$ cat src/design/dpm_pkg.sv
// Constants, types and register map of the dual-partition program map.
// What this block does
// Each program word is 24 bits; even address lower word, odd upper.
// Program counter stays even and steps by two up or down.
// Addresses 000000h to 000200h are reserved for execution vectors.
// Fetching starts at 000000h after reset; the jump target sits at 000002h.
// Primary vector table is fixed at 000004h to 0000FFh.
// Optional alternate vector table, enabled first, at a configurable base.
// Three organisations: one single-partition and two dual-partition modes.
// Dual modes split flash into two equal partitions; only active executes.
// Active partition appears at 000000h, inactive at 400000h.
// Write block is 64 words, erase block is 512 words.
// At reset in dual mode, lower boot sequence number picks active.
// Single-partition mode ignores the boot sequence words.
// New boot sequence numbers act only at the next reset.
// Equal or both corrupted boot numbers select partition 1.
// With one corrupted boot number, the intact partition becomes active.
// A swap instruction exchanges active and inactive at run time.
// A run-time swap does not affect the choice at the next reset.
// Control register bit 10 reads 1 when partition 2 is active.
// Top nine program words are copied to configuration registers at reset.
// Active partition's words configure the device in dual modes.
// Inactive security, limit and signature words restrict access to it.
// Unimplemented program regions read zero with no side effect.
package dpm_pkg;

    // ------------------------------------------------------------
    // Address map of program space
    // ------------------------------------------------------------
    localparam logic [23:0] RESET_ADDR   = 24'h000000;
    localparam logic [23:0] VEC_RSV_END  = 24'h000200;
    localparam logic [23:0] VTAB_BASE    = 24'h000004;
    localparam logic [23:0] VTAB_END     = 24'h0000FF;
    localparam logic [23:0] INACT_BASE   = 24'h400000;
    localparam logic [23:0] SINGLE_TOP   = 24'h02AFFE;
    localparam logic [23:0] DUAL_TOP     = 24'h0157FE;
    localparam int          CFG_WORDS    = 9;
    localparam logic [23:0] CFG_SPAN     = 24'h000010;
    localparam logic [11:0] WR_BLK_WORDS = 12'h040;
    localparam logic [11:0] ER_BLK_WORDS = 12'h200;

    // ------------------------------------------------------------
    // Configuration word slots and fields
    // ------------------------------------------------------------
    localparam logic [3:0] CFG_BSEQ   = 4'h0;
    localparam logic [3:0] CFG_SEC    = 4'h1;
    localparam logic [3:0] CFG_BSLIM  = 4'h2;
    localparam logic [3:0] CFG_SIGN   = 4'h3;
    localparam int         SEC_RDP    = 0;
    localparam int         SEC_LIMEN  = 1;
    localparam int         SIGN_OPEN  = 0;
    localparam int         P2_ACT_BIT = 10;

    // ------------------------------------------------------------
    // Register indices and reset values
    // ------------------------------------------------------------
    localparam logic [4:0]  REG_NVCTRL = 5'h00;
    localparam logic [4:0]  REG_AIVTB  = 5'h01;
    localparam logic [4:0]  REG_AIVTC  = 5'h02;
    localparam logic [4:0]  REG_GEOM   = 5'h03;
    localparam logic [4:0]  REG_STAT   = 5'h04;
    localparam logic [4:0]  REG_CFG0   = 5'h08;
    localparam logic [23:0] AIVT_RST   = 24'h000200;

    typedef enum logic [1:0] {
        DPM_SINGLE = 2'b00,
        DPM_DUAL_A = 2'b01,
        DPM_DUAL_B = 2'b10
    } dpm_mode_e;

    typedef enum logic [2:0] {
        ST_STRAP = 3'b000,
        ST_BSQ1  = 3'b001,
        ST_BSQ2  = 3'b010,
        ST_PICK  = 3'b011,
        ST_CFG   = 3'b100,
        ST_ICFG  = 3'b101,
        ST_RUN   = 3'b110
    } dpm_state_e;

    typedef enum logic [2:0] {
        PC_HOLD = 3'b000,
        PC_INC  = 3'b001,
        PC_DEC  = 3'b010,
        PC_LOAD = 3'b011,
        PC_VEC  = 3'b100
    } dpm_pc_op_e;

    typedef struct packed {
        logic        req;
        logic [23:0] addr;
    } dpm_fetch_req_s;

    typedef struct packed {
        logic        valid;
        logic        denied;
        logic [15:0] data;
    } dpm_fetch_rsp_s;

    typedef logic [CFG_WORDS-1:0][23:0] dpm_cfg_t;

endpackage : dpm_pkg

$ cat src/design/dpm_program_map.sv
// Program memory map, partition selection, reset loader and program counter.
`timescale 1ns/1ns

module dpm_program_map #(
    parameter logic [23:0] S_TOP = dpm_pkg::SINGLE_TOP,  // Last single-mode word.
    parameter logic [23:0] D_TOP = dpm_pkg::DUAL_TOP     // Last word per partition.
) (
    input  wire logic                   clk,         // 100 MHz system clock.
    input  wire logic                   rst,         // Synchronous reset, high.
    input  wire logic [1:0]             mode_strap,  // Flash organisation strap.
    input  wire dpm_pkg::dpm_fetch_req_s fetch_req,  // CPU fetch or table read.
    output logic                        fetch_rdy,   // Fetch path open.
    output dpm_pkg::dpm_fetch_rsp_s     fetch_rsp,   // Read answer, two cycles after request.
    input  wire logic                   partition_swap_instruction, // Swap pulse.
    input  wire dpm_pkg::dpm_pc_op_e    pc_op,       // Program counter action.
    input  wire logic [23:0]            pc_target,   // Jump destination.
    input  wire logic [6:0]             vec_num,     // Vector to take.
    output logic [23:0]                 pc,          // Program counter.
    output logic                        pc_in_vectors, // PC in vector area.
    output logic                        fl_rd,       // Flash read strobe.
    output logic [23:0]                 fl_addr,     // Physical flash address.
    input  wire logic [23:0]            fl_rdata,    // Flash word, same cycle as strobe.
    output dpm_pkg::dpm_cfg_t           cfg,         // Configuration registers.
    output logic                        second_partition_active, // Status.
    input  wire logic [4:0]             reg_addr,    // Register index.
    input  wire logic [23:0]            reg_wdata,   // Register write data.
    input  wire logic                   reg_wr,      // Write strobe.
    input  wire logic                   reg_rd,      // Read strobe.
    output logic [23:0]                 reg_rdata    // Read data, cycle after.
);
    import dpm_pkg::*;

    // ------------------------------------------------------------
    // State
    // ------------------------------------------------------------
    dpm_state_e     st_q;
    dpm_mode_e      mode_q;
    logic [1:0]     ph_q;
    logic [3:0]     idx_q;
    logic [23:0]    bsq1_q, bsq2_q, isec_q, ilim_q, isig_q;
    logic [23:0]    aivt_base_q, pc_q, fl_addr_q, rdata_q;
    logic           p2_q, odd_q, zero_q, deny_q, pend_q;
    logic           aivt_en_q, prot_err_q, fallback_q, rdy_q, fl_rd_q;
    dpm_cfg_t       cfg_q;
    dpm_fetch_rsp_s rsp_q;

    logic           dual, bsq1_ok, bsq2_ok, pick_p2, f_inact, f_impl, f_deny;
    logic [23:0]    top, cfg_base, f_off, f_phys, boot_addr, vec_addr, vec_end;

    // ------------------------------------------------------------
    // Address decode
    // ------------------------------------------------------------
    // Both dual encodings share one map.
    assign dual     = (mode_q != DPM_SINGLE);
    assign top      = dual ? D_TOP : S_TOP;
    assign cfg_base = top - CFG_SPAN;

    // A boot number is intact when its upper half is the lower inverted.
    assign bsq1_ok = (bsq1_q[23:12] == ~bsq1_q[11:0]);
    assign bsq2_ok = (bsq2_q[23:12] == ~bsq2_q[11:0]);

    // Ties and double damage fall back to partition 1.
    always_comb begin
        if (!dual) begin
            pick_p2 = 1'b0;
        end else if (bsq1_ok && bsq2_ok) begin
            pick_p2 = (bsq2_q[11:0] < bsq1_q[11:0]);
        end else begin
            pick_p2 = bsq2_ok && !bsq1_ok;
        end
    end

    // Bit 22 picks the role, the active flag picks the physical half.
    assign f_inact = dual && fetch_req.addr[22];
    assign f_off   = {2'b00, fetch_req.addr[21:0]};
    assign f_impl  = !fetch_req.addr[23] && (dual ?
                     (f_off <= (top | 24'h000001)) :
                     (fetch_req.addr <= (top | 24'h000001)));
    assign f_phys  = dual ? {1'b0, f_inact ^ p2_q, f_off[21:1], 1'b0}
                          : {fetch_req.addr[23:1], 1'b0};

    // The inactive half may refuse reads from the running code.
    assign f_deny = f_inact && (
        (isec_q[SEC_RDP] && !isig_q[SIGN_OPEN]) ||
        (isec_q[SEC_LIMEN] && (f_off < ilim_q)));

    // Physical address of the current loader read.
    always_comb begin
        if (st_q == ST_BSQ1) begin
            boot_addr = cfg_base;
        end else if (st_q == ST_BSQ2) begin
            boot_addr = INACT_BASE | cfg_base;
        end else if (st_q == ST_CFG) begin
            boot_addr = {1'b0, dual & p2_q, cfg_base[21:0]}
                      + {19'h0, idx_q, 1'b0};
        end else begin
            boot_addr = {1'b0, !p2_q, cfg_base[21:0]}
                      + {19'h0, idx_q, 1'b0};
        end
    end

    // Vector slots are two addresses apart; the primary table never moves.
    assign vec_addr = (aivt_en_q ? aivt_base_q : VTAB_BASE)
                    + {16'h0, vec_num, 1'b0};
    assign vec_end  = aivt_en_q ? (aivt_base_q + (VTAB_END - VTAB_BASE))
                                : VTAB_END;

    // ------------------------------------------------------------
    // Reset loader sequencer
    // ------------------------------------------------------------
    // Each flash read takes three phases: strobe, capture, settle. The boot
    // numbers are read only here, so rewriting them acts after a reset.
    always_ff @(posedge clk) begin
        if (rst) begin
            st_q  <= ST_STRAP;
            ph_q  <= 2'd0;
            idx_q <= 4'h0;
            rdy_q <= 1'b0;
        end else begin
            case (st_q)
                ST_STRAP: begin
                    st_q <= (mode_strap != DPM_SINGLE) ? ST_BSQ1 : ST_CFG;
                end
                ST_BSQ1: begin
                    ph_q <= (ph_q == 2'd2) ? 2'd0 : ph_q + 2'd1;
                    if (ph_q == 2'd2) begin
                        st_q <= ST_BSQ2;
                    end
                end
                ST_BSQ2: begin
                    ph_q <= (ph_q == 2'd2) ? 2'd0 : ph_q + 2'd1;
                    if (ph_q == 2'd2) begin
                        st_q <= ST_PICK;
                    end
                end
                ST_PICK: begin
                    st_q <= ST_CFG;
                end
                ST_CFG: begin
                    ph_q <= (ph_q == 2'd2) ? 2'd0 : ph_q + 2'd1;
                    if (ph_q == 2'd2) begin
                        idx_q <= idx_q + 4'h1;
                        if (idx_q == 4'(CFG_WORDS - 1)) begin
                            idx_q <= CFG_SEC;
                            st_q  <= dual ? ST_ICFG : ST_RUN;
                            rdy_q <= !dual;
                        end
                    end
                end
                ST_ICFG: begin
                    ph_q <= (ph_q == 2'd2) ? 2'd0 : ph_q + 2'd1;
                    if (ph_q == 2'd2) begin
                        idx_q <= idx_q + 4'h1;
                        if (idx_q == CFG_SIGN) begin
                            st_q <= ST_RUN;
                            rdy_q <= 1'b1;
                        end
                    end
                end
                default: begin
                    st_q <= ST_RUN;
                    rdy_q <= 1'b1;
                end
            endcase
        end
    end

    // The strap is caught in the first clocked cycle after reset release.
    always_ff @(posedge clk) begin
        if (rst) begin
            mode_q <= DPM_SINGLE;
        end else if (st_q == ST_STRAP) begin
            mode_q <= dpm_mode_e'(mode_strap);
        end
    end

    // Boot numbers and the inactive half's access words.
    always_ff @(posedge clk) begin
        if (rst) begin
            bsq1_q <= 24'h000000;
            bsq2_q <= 24'h000000;
            isec_q <= 24'h000000;
            ilim_q <= 24'h000000;
            isig_q <= 24'h000000;
        end else if (ph_q == 2'd1) begin
            if (st_q == ST_BSQ1) begin
                bsq1_q <= fl_rdata;
            end
            if (st_q == ST_BSQ2) begin
                bsq2_q <= fl_rdata;
            end
            if (st_q == ST_ICFG && idx_q == CFG_SEC) begin
                isec_q <= fl_rdata;
            end
            if (st_q == ST_ICFG && idx_q == CFG_BSLIM) begin
                ilim_q <= fl_rdata;
            end
            if (st_q == ST_ICFG && idx_q == CFG_SIGN) begin
                isig_q <= fl_rdata;
            end
        end
    end

    // Configuration registers follow the active half's top words.
    always_ff @(posedge clk) begin
        if (rst) begin
            cfg_q <= '0;
        end else if (st_q == ST_CFG && ph_q == 2'd1) begin
            cfg_q[idx_q] <= fl_rdata;
        end
    end

    // ------------------------------------------------------------
    // Active partition flag
    // ------------------------------------------------------------
    // Chosen once per reset; a swap toggles only this live flag.
    always_ff @(posedge clk) begin
        if (rst) begin
            p2_q       <= 1'b0;
            fallback_q <= 1'b0;
        end else if (st_q == ST_PICK) begin
            p2_q       <= pick_p2;
            fallback_q <= !(bsq1_ok && bsq2_ok);
        end else if (st_q == ST_RUN && dual && partition_swap_instruction) begin
            p2_q <= !p2_q;
        end
    end

    // ------------------------------------------------------------
    // Flash port and fetch path
    // ------------------------------------------------------------
    // The loader owns flash until run; earlier fetches are dropped.
    always_ff @(posedge clk) begin
        if (rst) begin
            fl_rd_q   <= 1'b0;
            fl_addr_q <= 24'h000000;
        end else if (st_q != ST_RUN) begin
            fl_rd_q   <= (ph_q == 2'd0) && (st_q != ST_STRAP)
                      && (st_q != ST_PICK);
            if (ph_q == 2'd0) begin
                fl_addr_q <= boot_addr;
            end
        end else begin
            fl_rd_q <= fetch_req.req && f_impl && !f_deny;
            if (fetch_req.req) begin
                fl_addr_q <= f_phys;
            end
        end
    end

    // Remember which half of the word was asked for and whether to blank.
    always_ff @(posedge clk) begin
        if (rst) begin
            pend_q <= 1'b0;
            odd_q  <= 1'b0;
            zero_q <= 1'b0;
            deny_q <= 1'b0;
        end else begin
            pend_q <= fetch_req.req && (st_q == ST_RUN);
            odd_q  <= fetch_req.addr[0];
            zero_q <= !f_impl || f_deny;
            deny_q <= f_impl && f_deny;
        end
    end

    // The upper word carries only bits 23:16; its high byte reads zero.
    always_ff @(posedge clk) begin
        if (rst) begin
            rsp_q <= '0;
        end else begin
            rsp_q.valid  <= pend_q;
            rsp_q.denied <= pend_q && deny_q;
            if (!pend_q || zero_q) begin
                rsp_q.data <= 16'h0000;
            end else if (odd_q) begin
                rsp_q.data <= {8'h00, fl_rdata[23:16]};
            end else begin
                rsp_q.data <= fl_rdata[15:0];
            end
        end
    end

    // ------------------------------------------------------------
    // Program counter
    // ------------------------------------------------------------
    // Loads clear bit 0; a vector past its table's end is ignored.
    always_ff @(posedge clk) begin
        if (rst) begin
            pc_q <= RESET_ADDR;
        end else if (st_q == ST_RUN) begin
            case (pc_op)
                PC_INC: begin
                    pc_q <= pc_q + 24'h000002;
                end
                PC_DEC: begin
                    pc_q <= pc_q - 24'h000002;
                end
                PC_LOAD: begin
                    pc_q <= {pc_target[23:1], 1'b0};
                end
                PC_VEC: begin
                    if (vec_addr <= vec_end) begin
                        pc_q <= {vec_addr[23:1], 1'b0};
                    end
                end
                default: begin
                    pc_q <= pc_q;
                end
            endcase
        end
    end

    // Flags the counter sitting inside the reserved vector area.
    always_ff @(posedge clk) begin
        if (rst) begin
            pc_in_vectors <= 1'b1;
        end else begin
            pc_in_vectors <= (pc_q <= VEC_RSV_END);
        end
    end

    // ------------------------------------------------------------
    // Register port
    // ------------------------------------------------------------
    // A base below the end of the reserved vector area is ignored.
    always_ff @(posedge clk) begin
        if (rst) begin
            aivt_base_q <= AIVT_RST;
            aivt_en_q   <= 1'b0;
        end else if (reg_wr) begin
            if (reg_addr == REG_AIVTB && reg_wdata >= VEC_RSV_END) begin
                aivt_base_q <= {reg_wdata[23:1], 1'b0};
            end else if (reg_addr == REG_AIVTC) begin
                aivt_en_q <= reg_wdata[0];
            end
        end
    end

    // Sticky denial flag; a new denial beats a clear in the same cycle.
    always_ff @(posedge clk) begin
        if (rst) begin
            prot_err_q <= 1'b0;
        end else if (rsp_q.valid && rsp_q.denied) begin
            prot_err_q <= 1'b1;
        end else if (reg_wr && reg_addr == REG_STAT && reg_wdata[0]) begin
            prot_err_q <= 1'b0;
        end
    end

    // Read data stands for exactly one cycle; unmapped indices read zero.
    always_ff @(posedge clk) begin
        if (rst) begin
            rdata_q <= 24'h000000;
        end else if (!reg_rd) begin
            rdata_q <= 24'h000000;
        end else if (reg_addr == REG_NVCTRL) begin
            rdata_q <= {12'h000, 1'b0, p2_q, 8'h00, mode_q};
        end else if (reg_addr == REG_AIVTB) begin
            rdata_q <= aivt_base_q;
        end else if (reg_addr == REG_AIVTC) begin
            rdata_q <= {23'h0, aivt_en_q};
        end else if (reg_addr == REG_GEOM) begin
            rdata_q <= {ER_BLK_WORDS, WR_BLK_WORDS};
        end else if (reg_addr == REG_STAT) begin
            rdata_q <= {21'h0, st_q == ST_RUN, fallback_q, prot_err_q};
        end else if (reg_addr >= REG_CFG0 &&
                     reg_addr < REG_CFG0 + 5'(CFG_WORDS)) begin
            rdata_q <= cfg_q[4'(reg_addr - REG_CFG0)];
        end else begin
            rdata_q <= 24'h000000;
        end
    end

    // ------------------------------------------------------------
    // Outputs
    // ------------------------------------------------------------
    assign fetch_rdy               = rdy_q;
    assign fetch_rsp               = rsp_q;
    assign pc                      = pc_q;
    assign fl_rd                   = fl_rd_q;
    assign fl_addr                 = fl_addr_q;
    assign cfg                     = cfg_q;
    assign second_partition_active = p2_q;
    assign reg_rdata               = rdata_q;

endmodule : dpm_program_map

$ cat config.mk
export PLATFORM = sky130hd
export DESIGN_NAME = dpm_program_map
export DESIGN_NICKNAME = d
export VERILOG_FILES = /design/src/design/dpm_pkg.sv /design/src/design/dpm_program_map.sv
export SDC_FILE = /design/constraint.sdc
export NUM_CORES = 1
export LEC_CHECK = 0
export BUFFER_PORTS_ARGS = -buffer_cell sky130_fd_sc_hd__buf_2
export CAP_MARGIN = 20
export CORE_ASPECT_RATIO = 1.4
export CORE_MARGIN = 2
export CORE_UTILIZATION = 41
export DETAILED_ROUTE_END_ITERATION = 16
export PLACE_DENSITY = 0.65
export SLEW_MARGIN = 5
export SYNTH_ARGS = -nofsm -noshare
export SYNTH_HDL_FRONTEND = slang
export SYNTH_SLANG_ARGS = --single-unit
$ cat constraint.sdc
create_clock -name clk -period 15.7 [get_ports clk]
set_clock_uncertainty 0.15 [all_clocks]
set_input_delay 4.71 -clock clk [delete_from_list [all_inputs] [get_ports clk]]
set_output_delay 4.71 -clock clk [all_outputs]
set_load 0.05 [all_outputs]
== Word level (Yosys, flattened, before mapping) ==
Index checks and enable logic that the tools add are counted.

* Word-level logic and storage cells: 217
* Bits of input ports: 119
* Output and inout port bits: 310
* Flip-flop bits (word level): 426

* $lt $le $gt $ge: 12
* Add/subtract/negate cells: 10
* Mux-type cells: 51
* Reduce and logical (&&, ||, !) cells: 67
* Bitwise gates (word level): 7
* Eq/ne operators: 32

{| class="wikitable"
|+ Operators by type and width
! kind !! count
|-
| 24-bit 2-to-1 mux || 17
|-
| 216-bit bitwise mux || 1
|-
| 24-bit binary-select mux with 4-bit select || 1
|-
| 24-bit demux with 4-bit select || 1
|-
| 24-bit case mux with 4 select lines || 1
|-
| 23-bit by 5-bit adder with 24-bit output || 2
|-
| 1-bit logical AND || 26
|-
| 24-bit by 2-bit adder with 24-bit output, second input constant || 1
|-
| 24-bit by 8-bit adder with 24-bit output || 1
|-
| 24-bit by 8-bit adder with 24-bit output, second input constant || 1
|-
| 12-bit == test || 2
|-
| 24-bit by 10-bit >= comparator with 1-bit output, second input constant || 1
|-
| 24-bit by 10-bit less-or-equal comparator with 1-bit output, second input constant || 1
|-
| 24-bit by 18-bit less-or-equal comparator with 1-bit output || 1
|-
| 24-bit less-or-equal comparator || 1
|-
| 22-bit by 24-bit less-than comparator with 1-bit output || 1
|-
| 12-bit NOT || 2
|-
| 24-bit by 2-bit subtractor with 24-bit output, second input constant || 1
|-
| 22-bit by 18-bit less-or-equal comparator with 1-bit output || 1
|-
| 3-bit 2-to-1 mux || 7
|-
| 18-bit by 5-bit subtractor with 19-bit output, second input constant || 1
|-
| 18-bit 2-to-1 mux || 1
|-
| 3-bit case mux with 6 select lines || 1
|-
| 2-bit AND reduction || 7
|-
| other kinds (47) || 99
|}

== Depth between registers and ports, before layout ==
Gate-level depths: netlist of run 1.

* Word-level depth: 9
* Gate-level depth with buffers: 20
* Depth with buffers taken out: 17

== Worst setup path before layout of run 1 ==
No wires, ideal clock.

* Kind: input-to-reg
* From: input port vec_num[0]
* To: register pc_q[17] (netlist: pc[17])
* Required time: 15.462 ns
* Library setup time: 0.088 ns
* Data arrival time: 8.055 ns
* Buffers on the path: 1
* Path slack: 7.407 ns
* Stages: 16
* Path through: ha_1 -> fa_1 -> a211o_2 -> a21oi_2 -> nor3_1 -> xnor2_1 -> nor2b_1 -> ha_1 -> a21oi_1 -> o21ai_1 -> a2111oi_2 -> a21oi_1 -> a2111oi_4 -> buf_6 -> nor2_1 -> a311oi_2

* Word-level cells in the longest chain between the ends: 4
* Elaborated cells between the ends (all ways): 6
* Those cells by class: add/sub: 1; order compare: 1; eq/ne: 1; mux: 2; reduce/logical: 1

{| class="wikitable"
|+ Ends and longest elaborated chain
! element !! RTL line !! RTL
|-
| from (decl) || dpm_program_map.sv:17 || <nowiki>input wire logic [6:0] vec_num,</nowiki>
|-
| 24-bit by 8-bit adder with 24-bit output (*) || dpm_program_map.sv:104 || <nowiki>+ {16'h0, vec_num, 1'b0};</nowiki>
|-
| 24-bit less-or-equal comparator || dpm_program_map.sv:302 || <nowiki>if (vec_addr <= vec_end) begin</nowiki>
|-
| 2-bit != test (no line) || -- ||
|-
| 3-bit AND reduction (no line) || -- ||
|-
| to (signal assigned) || dpm_program_map.sv:299 || <nowiki>pc_q <= {pc_target[23:1], 1'b0};</nowiki>
|-
| to (signal assigned) || dpm_program_map.sv:303 || <nowiki>pc_q <= {vec_addr[23:1], 1'b0};</nowiki>
|-
| to (signal assigned) || dpm_program_map.sv:307 || <nowiki>pc_q <= pc_q;</nowiki>
|-
| to (decl) || dpm_program_map.sv:41 || <nowiki>logic [23:0] aivt_base_q, pc_q, fl_addr_q, rdata_q;</nowiki>
|}

Every way passes the cells marked *; elsewhere a longest branch is shown, timed or not. The select of a mux whose other input is x is not followed.
A chain may end at the register's enable or synchronous reset.

== Final worst setup path of run 1 ==
* From: input port vec_num[0]
* To: register pc_q[1] (netlist: pc[1])

Same word-level chain as after synthesis.

==> results of run 1 <==
-- per-stage QoR --
step	std cells	utilization [%]	setup WS [ns]	area (sq um)	hold slack, ns
2_1_floorplan	2633	-	7.41	21600	0.256
3_3_place_gp	3541	46.0	6.61	23900	0.265
3_5_place_dp	3544	46.1	6.53	24000	0.262
4_1_cts	3619	49.0	7.14	25500	0.275
5_1_grt	3623	49.1	6.80	25500	0.289
6_report	3625	49.1	7.10	25500	0.272
-- cell usage after synthesis (all sizes together), types with 26 or more instances --
library cell / instances
nor2: 200
nand3: 30
buf: 50
a21oi: 339
xnor2: 35
nand4: 26
inv: 48
and2: 33
ha: 96
mux2i: 68
o21ai: 55
nand2: 653
dfxtp: 424
clkbuf: 149
mux4: 48
xor2: 45
a211oi: 28
-- area by class of cell --
cell class / instances / area share (%)
Clock buffer: 60 / 4.98
Multi-Input combinational cell: 1961 / 47.3
Inverter: 49 / 0.720
Tap cell: 656 / 3.21
Sequential cell: 424 / 33.2
Timing Repair Buffer: 456 / 9.68
Antenna cell: 4 / 0.0392
Clock inverter: 15 / 0.838
-- state kept, by name, summed over array words and instances, names as in the netlist, 2 cells and up --
register,flops
cfg,216
idx_q,4
ilim_q,24
fl_addr,23
aivt_base_q,23
ph_q,2
bsq1_q,24
st_q,3
pc,23
isec_q,2
mode_q,2
reg_rdata,24
fetch_rsp,18
bsq2_q,24
-- cells in the final DEF (no fill, tap or decap), types with 13 or more instances in the layout --
cell,count
buf_4,27
mux2i_1,68
ha_1,96
nand2b_1,13
nand2_1,653
clkbuf_16,45
mux2_2,25
xnor2_1,35
a21oi_1,338
dfxtp_1,424
nand3_1,28
and2_1,33
mux4_2,48
nor2b_1,18
buf_2,423
a211oi_1,28
nand4_1,26
a222oi_1,23
a22oi_1,13
nor4_1,20
nor2_1,198
inv_1,48
o21ai_0,49
xor2_1,45
nor3_1,21
-- worst max path at each step --
| stage | slack, ns | endpoint | from | depth (start not counted) |
|---|---|---|---|---|
| detailed placement | 6.53 | pc[1] | vec_num[0] | 17 |
| global route | 6.80 | pc[14] | vec_num[0] | 17 |
| floorplan | 7.41 | pc[17] | vec_num[0] | 16 |
| finish | 7.10 | pc[1] | vec_num[0] | 17 |
| CTS | 7.14 | pc[1] | vec_num[0] | 17 |
| global placement | 6.61 | pc[1] | vec_num[0] | 17 |
-- cell families after synthesis --
kind of cell	count (synthesis)
AND/OR/NAND/NOR	1068
AO/OA/AOI/OAI	572
flip-flops	424
buffers and inverters	248
multiplexers	141
adder cells (fa/ha/maj)	98
XOR/XNOR	80
other	1
-- report_power, final --
part	switching (mW)	internal, mW	total [mW]
registers	0.0518	1.12	1.17
clock network	0.460	0.634	1.09
logic	0.366	0.160	0.526
-- metal layers --
metal | global-route usage, % | up-vias | part of all wire, % | routed length, um
met4 | 17.3 | 4 | 6.1 | 5140
met2 | 51.7 | 1042 | 48 | 40600
met5 | 0 | - | 0.025 | 21
met1 | 35.0 | 10000 | 38 | 32000
met3 | 5.78 | 223 | 8.1 | 6830
li1 | - | 9732 | - | -
-- critical path, cell delays in order --
cell	delay [ns]
buf_2	0.11
ha_1	0.23
fa_1	0.43
a211o_2	0.39
a21oi_2	0.40
nor4_1	0.14
xnor2_1	0.26
nor2b_1	0.08
ha_1	0.30
nand4_1	0.15
nor4_1	0.46
o21ai_0	0.16
a21oi_1	0.39
a2111oi_4	0.05
buf_4	0.32
mux2i_1	0.21
nor2_1	0.05
==> results.md, run 1 <==
- Outcome: completed
- Xor/xnor share of the synthesized area: 3.25%
- Multi-input gate area: 12100 sq um
- Clock-pin slew on the worst setup and hold paths: 0.06 ns
- Post-synthesis adder-cell area fraction: 5.76%
- Area leader, netlist: dfxtp_1
- Grt ovf: 0
- Critical path type: input pin to flip-flop
- Critical Path Source Type: input pin
- FF-to-FF path depth: 18
- Total chip power: 2.79 mW
- Die area: 54400 sq um
- Async S/R FF share, synth: 0%
- MaxCap Viol Count: 0
- Initial antenna violation count: 5
- Worst Tran Pin Value: 1.10 ns
- Seq. cell area: 8490 sq um
- Routed WL per cell: 23.3 um
- DR iter-0 viols: 1581
- CTS buffer count: 44
- Hold EP: fetch_rsp[16]
- Gpl congestion: 0.965
- Io pins: 429
- HPWL after DPL: 61500 um
- Placeable core area: 52000 sq um
- Area contributors post-synth: dfxtp_1 (39%), nand2_1 (11%), a21oi_1 (7.9%)
- Mapped Area: 21500 sq um
- Share of the synthesized area in the top cell type: 39.4%
- Fillcell total: 5028
- H-tree levels: 2
- Crit path capture type: flip-flop
- Clk buf depth: 3
- Number of flops mapped to enable cells by yosys: 0
- Total number of vias: 21.0k
- Final period utilization: 54.8%
- Final net count: 3153
- Slew Viols, Final: 0
- Synth warnings: 0
- Post-cts repair resize count: 0
- Die Wd: 198 um
- R2R setup slack: 10.55 ns
- Minimum clock period: 8.60 ns
- Largest net degree at the start of global routing: 123
- CTS tree: done
- Port Buffer Count: 425
- Pre-antenna DRT Iters: 6
- FF-to-FF End: pc[1]
- Global Route Usage Sum: 30.1%
- # rows: 99
- Clock Latency Late Sink: 0.60 ns
- Largest family of logic cells by synthesized area: simple AND/OR/NAND/NOR gates
- Vias in the first global route: 20.3k
- DRT antenna net count: 0
- Hold path cells: 1
- Worst Min Path Start: deny_q
- Yosys cell types: 86
- Final Hold Viols: 0
- Hold crit path type: flip-flop to flip-flop
- Share of cells above drive strength 1: 21.1%
- Die H: 275 um
- # DRC: 0
- Hold-fix buffers, CTS: 0
- Mapped Cells: 2632
- RSZ-0062 raised after global routing: no
- Final setup viols: 0
- Area Overhead vs Synth: 18.5%
- Worst reg2reg startpoint: aivt_en_q
- Leakage: 10.6 nW
- Ys flop type: dfxtp_1
- Mean Syn Cell Area: 8.19 sq um
- Setup TNS: 0 ns
- Crit path max fanout: 44
- Pwr Density: 109 nW/um^2
- Global-route wire length before repair: 125000 um
- Fmax: 116 MHz
- Mux contribution to synthesized area: 9.48%
- Req. time, crit path: 15.99 ns
- Clk sinks: 424
- Routed WL: 84600 um
- Initial Util: 41.4%
- Worst slew margin: 26.9%
- Synth Area in Compound Gates: 16.2%
- VDD IR max: 0.0771 mV
- Seq/Total Area, Yosys: 39.4%
- Post-CTS Setup Inserts: 0
- Root Driver: clkbuf_16
- #FFs+latches synth: 424
- Post-DR vias/cell: 5.80
- WP data arrival: 8.88 ns
- Post-synthesis simple-gate area fraction: 21.2%
(Power assumes the default switching activity.)
==> run 2: changes to the inputs <==
Settings changed: PLACE_DENSITY 0.65 to 0.68.
Clock period 15.7 ns to 7.2 ns, I/O delays scaled along.
==> run 2 against run 1 <==
  * Non-clock buffer count shrank 1
  * Sequential power rose by 120%
  * Global-route usage is essentially flat
  * Die area stayed put
  * Cell count increased by 0.14%
  * Sequential share of layout area fell by 0.12 points
  * Register-to-register slack lost 8.1 ns
  * Worst hold slack improved by 0.018 ns
  * Critical path type unchanged
  * Largest cell class unchanged
  * Largest power group unchanged
==> results.md, run 2 (same netlist as run 1, synthesis figures left out) <==
- Pre-antenna DRT Iters: 7
- # rows: 99
- Post-Route Utilization: 49.3%
- Fmax: 173 MHz
- Grt ovf: 0
- Pwr Density: 243 nW/um^2
- Root Driver: clkbuf_16
- CP max stage delay: 0.43 ns
- DRT antenna net count: 0
- Clk buf depth: 3
- Io pins: 429
- Slew Viols, Final: 0
- Critical Path Source Type: input pin
- H-tree levels: 2
- Routed WL: 84400 um
- Dpl ws: 0.770 ns
- Hold-fix buffers, CTS: 0
- Comb power frac: 18.6%
- Largest net degree at the start of global routing: 231
- Post-DR vias/cell: 5.73
- Initial antenna violation count: 1
- Crit path max fanout: 44
- Post-cts repair resize count: 0
- Most common cell after layout, fill and taps aside: nand2_1
- RSZ-0062 raised after global routing: no
- CTS tree: done
- P_int: 4.31 mW
- Worst Tran Pin Value: 1.18 ns
- Final cell count without fillers: 3630
- Worst slew margin: 21.3%
- Critical path type: input pin to flip-flop
- Largest register FFs: 216
- Die H: 275 um
- Slowest CP cell: fa_1
- Total placed cells including tap cells: 3543
- # DRC: 0
- Seq pwr share: 41.0%
- Net switching power: 1.92 mW
- MaxCap Viol Count: 0
- Worst reg2reg startpoint: aivt_en_q
- Clk sinks: 424
- Total number of vias: 20.8k
- Global Route Usage Sum: 30.1%
- Final Hold Viols: 0
- Initial Util: 41.4%
- Hold crit path type: flip-flop to flip-flop
- CTS buffer count: 44
- Die Wd: 198 um
- VDD IR max: 0.197 mV
- Sw frac: 30.8%
- Placeable core area: 52000 sq um
- Global-route wire length before repair: 124000 um
- Die area: 54400 sq um
- Leakage: 10.6 nW
- Setup TNS: 0 ns
- Post-CTS Setup Inserts: 0
- Worst path cell trace: buf_2, ha_1, fa_1, a211o_2, a21oi_2, nor3_1, xnor2_1, nor2b_1, ha_1, a21oi_1, o21ai_1, a2111oi_2, a21oi_1, a2111oi_4, buf_12, nor2_1, a311oi_1
- Final setup viols: 0
- Vias in the first global route: 20.0k
- Crit path capture type: flip-flop
- Port Buffer Count: 425
- DR iter-0 viols: 1643
- Minimum clock period: 5.79 ns
- Routed WL per cell: 23.3 um
- Clock-pin slew on the worst setup and hold paths: 0.06 ns
- Worst Min Path Start: deny_q
- Req. time, crit path: 7.53 ns
- Clock Latency Late Sink: 0.59 ns
- Crit. Startpoint: vec_num[0]
- Design area: 25600 sq um
- Gpl congestion: 0.950
- Final period utilization: 80.5%
- Commonest non-fill, non-tap cells in the layout: nand2_1 (653), dfxtp_1 (424), buf_2 (422)
- Area Overhead vs Synth: 18.9%
- WP data arrival: 6.12 ns
- Worst Slack Setup Final: 1.41 ns
- Placed Area: 24000 sq um
- HPWL after DPL: 61400 um
- Share of cells above drive strength 1: 21.2%
- Final net count: 3152
- Clock network power share: 40.5%
- Outcome: completed
## run 2: final timing paths
kind                   endpoint  slack [ns]  cells after the start
setup / recovery         pc[18]        1.41                     17
hold / removal    fetch_rsp[16]        0.29                      1
setup reg to reg         pc[18]        2.41                     17
hold reg to reg   fetch_rsp[16]        0.29                      1
## run 2: through the flow
step,power [mW],hold WS (ns)
2_1_floorplan,3.41,0.256
3_3_place_gp,3.71,0.264
3_5_place_dp,3.74,0.272
4_1_cts,6.24,0.294
5_1_grt,6.45,0.310
6_report,6.22,0.290
## run 2: critical path: cells and delay by family
kind / cells / cell delay (ns)
adder cells (fa/ha/maj): 3 / 0.96
buffers and inverters: 2 / 0.38
AO/OA/AOI/OAI: 8 / 2.15
AND/OR/NAND/NOR: 3 / 0.29
XOR/XNOR: 1 / 0.17
## run 2: power groups by stage
stage	Sequential (mW)	Combinational (mW)	Clock, mW
floorplan	2.76	0.641	0
global route	2.56	1.25	2.64
CTS	2.55	1.14	2.54
detailed placement	2.60	1.14	0
global placement	2.60	1.12	0
finish	2.55	1.15	2.52
## run 2: layout make-up
type | count | area [sq um]
Timing Repair Buffer | 455 | 2450
Sequential cell | 424 | 8490
Inverter | 49 | 184
Multi-Input combinational cell | 1961 | 12100
Fill cell | 5027 | 26400
Tap cell | 656 | 821
Clock buffer | 64 | 1340
Clock inverter | 17 | 260
Antenna cell | 4 | 10.0
## run 2: metal layers
layer | wire length, um | part of all wire (%) | track usage (%) | vias to the layer above
li1 | - | - | - | 9735
met2 | 40800 | 48 | 51.9 | 970
met4 | 5350 | 6.3 | 17.7 | 0
met5 | 0 | 0 | 0 | -
met3 | 6780 | 8.0 | 5.39 | 221
met1 | 31500 | 37 | 35.0 | 9876
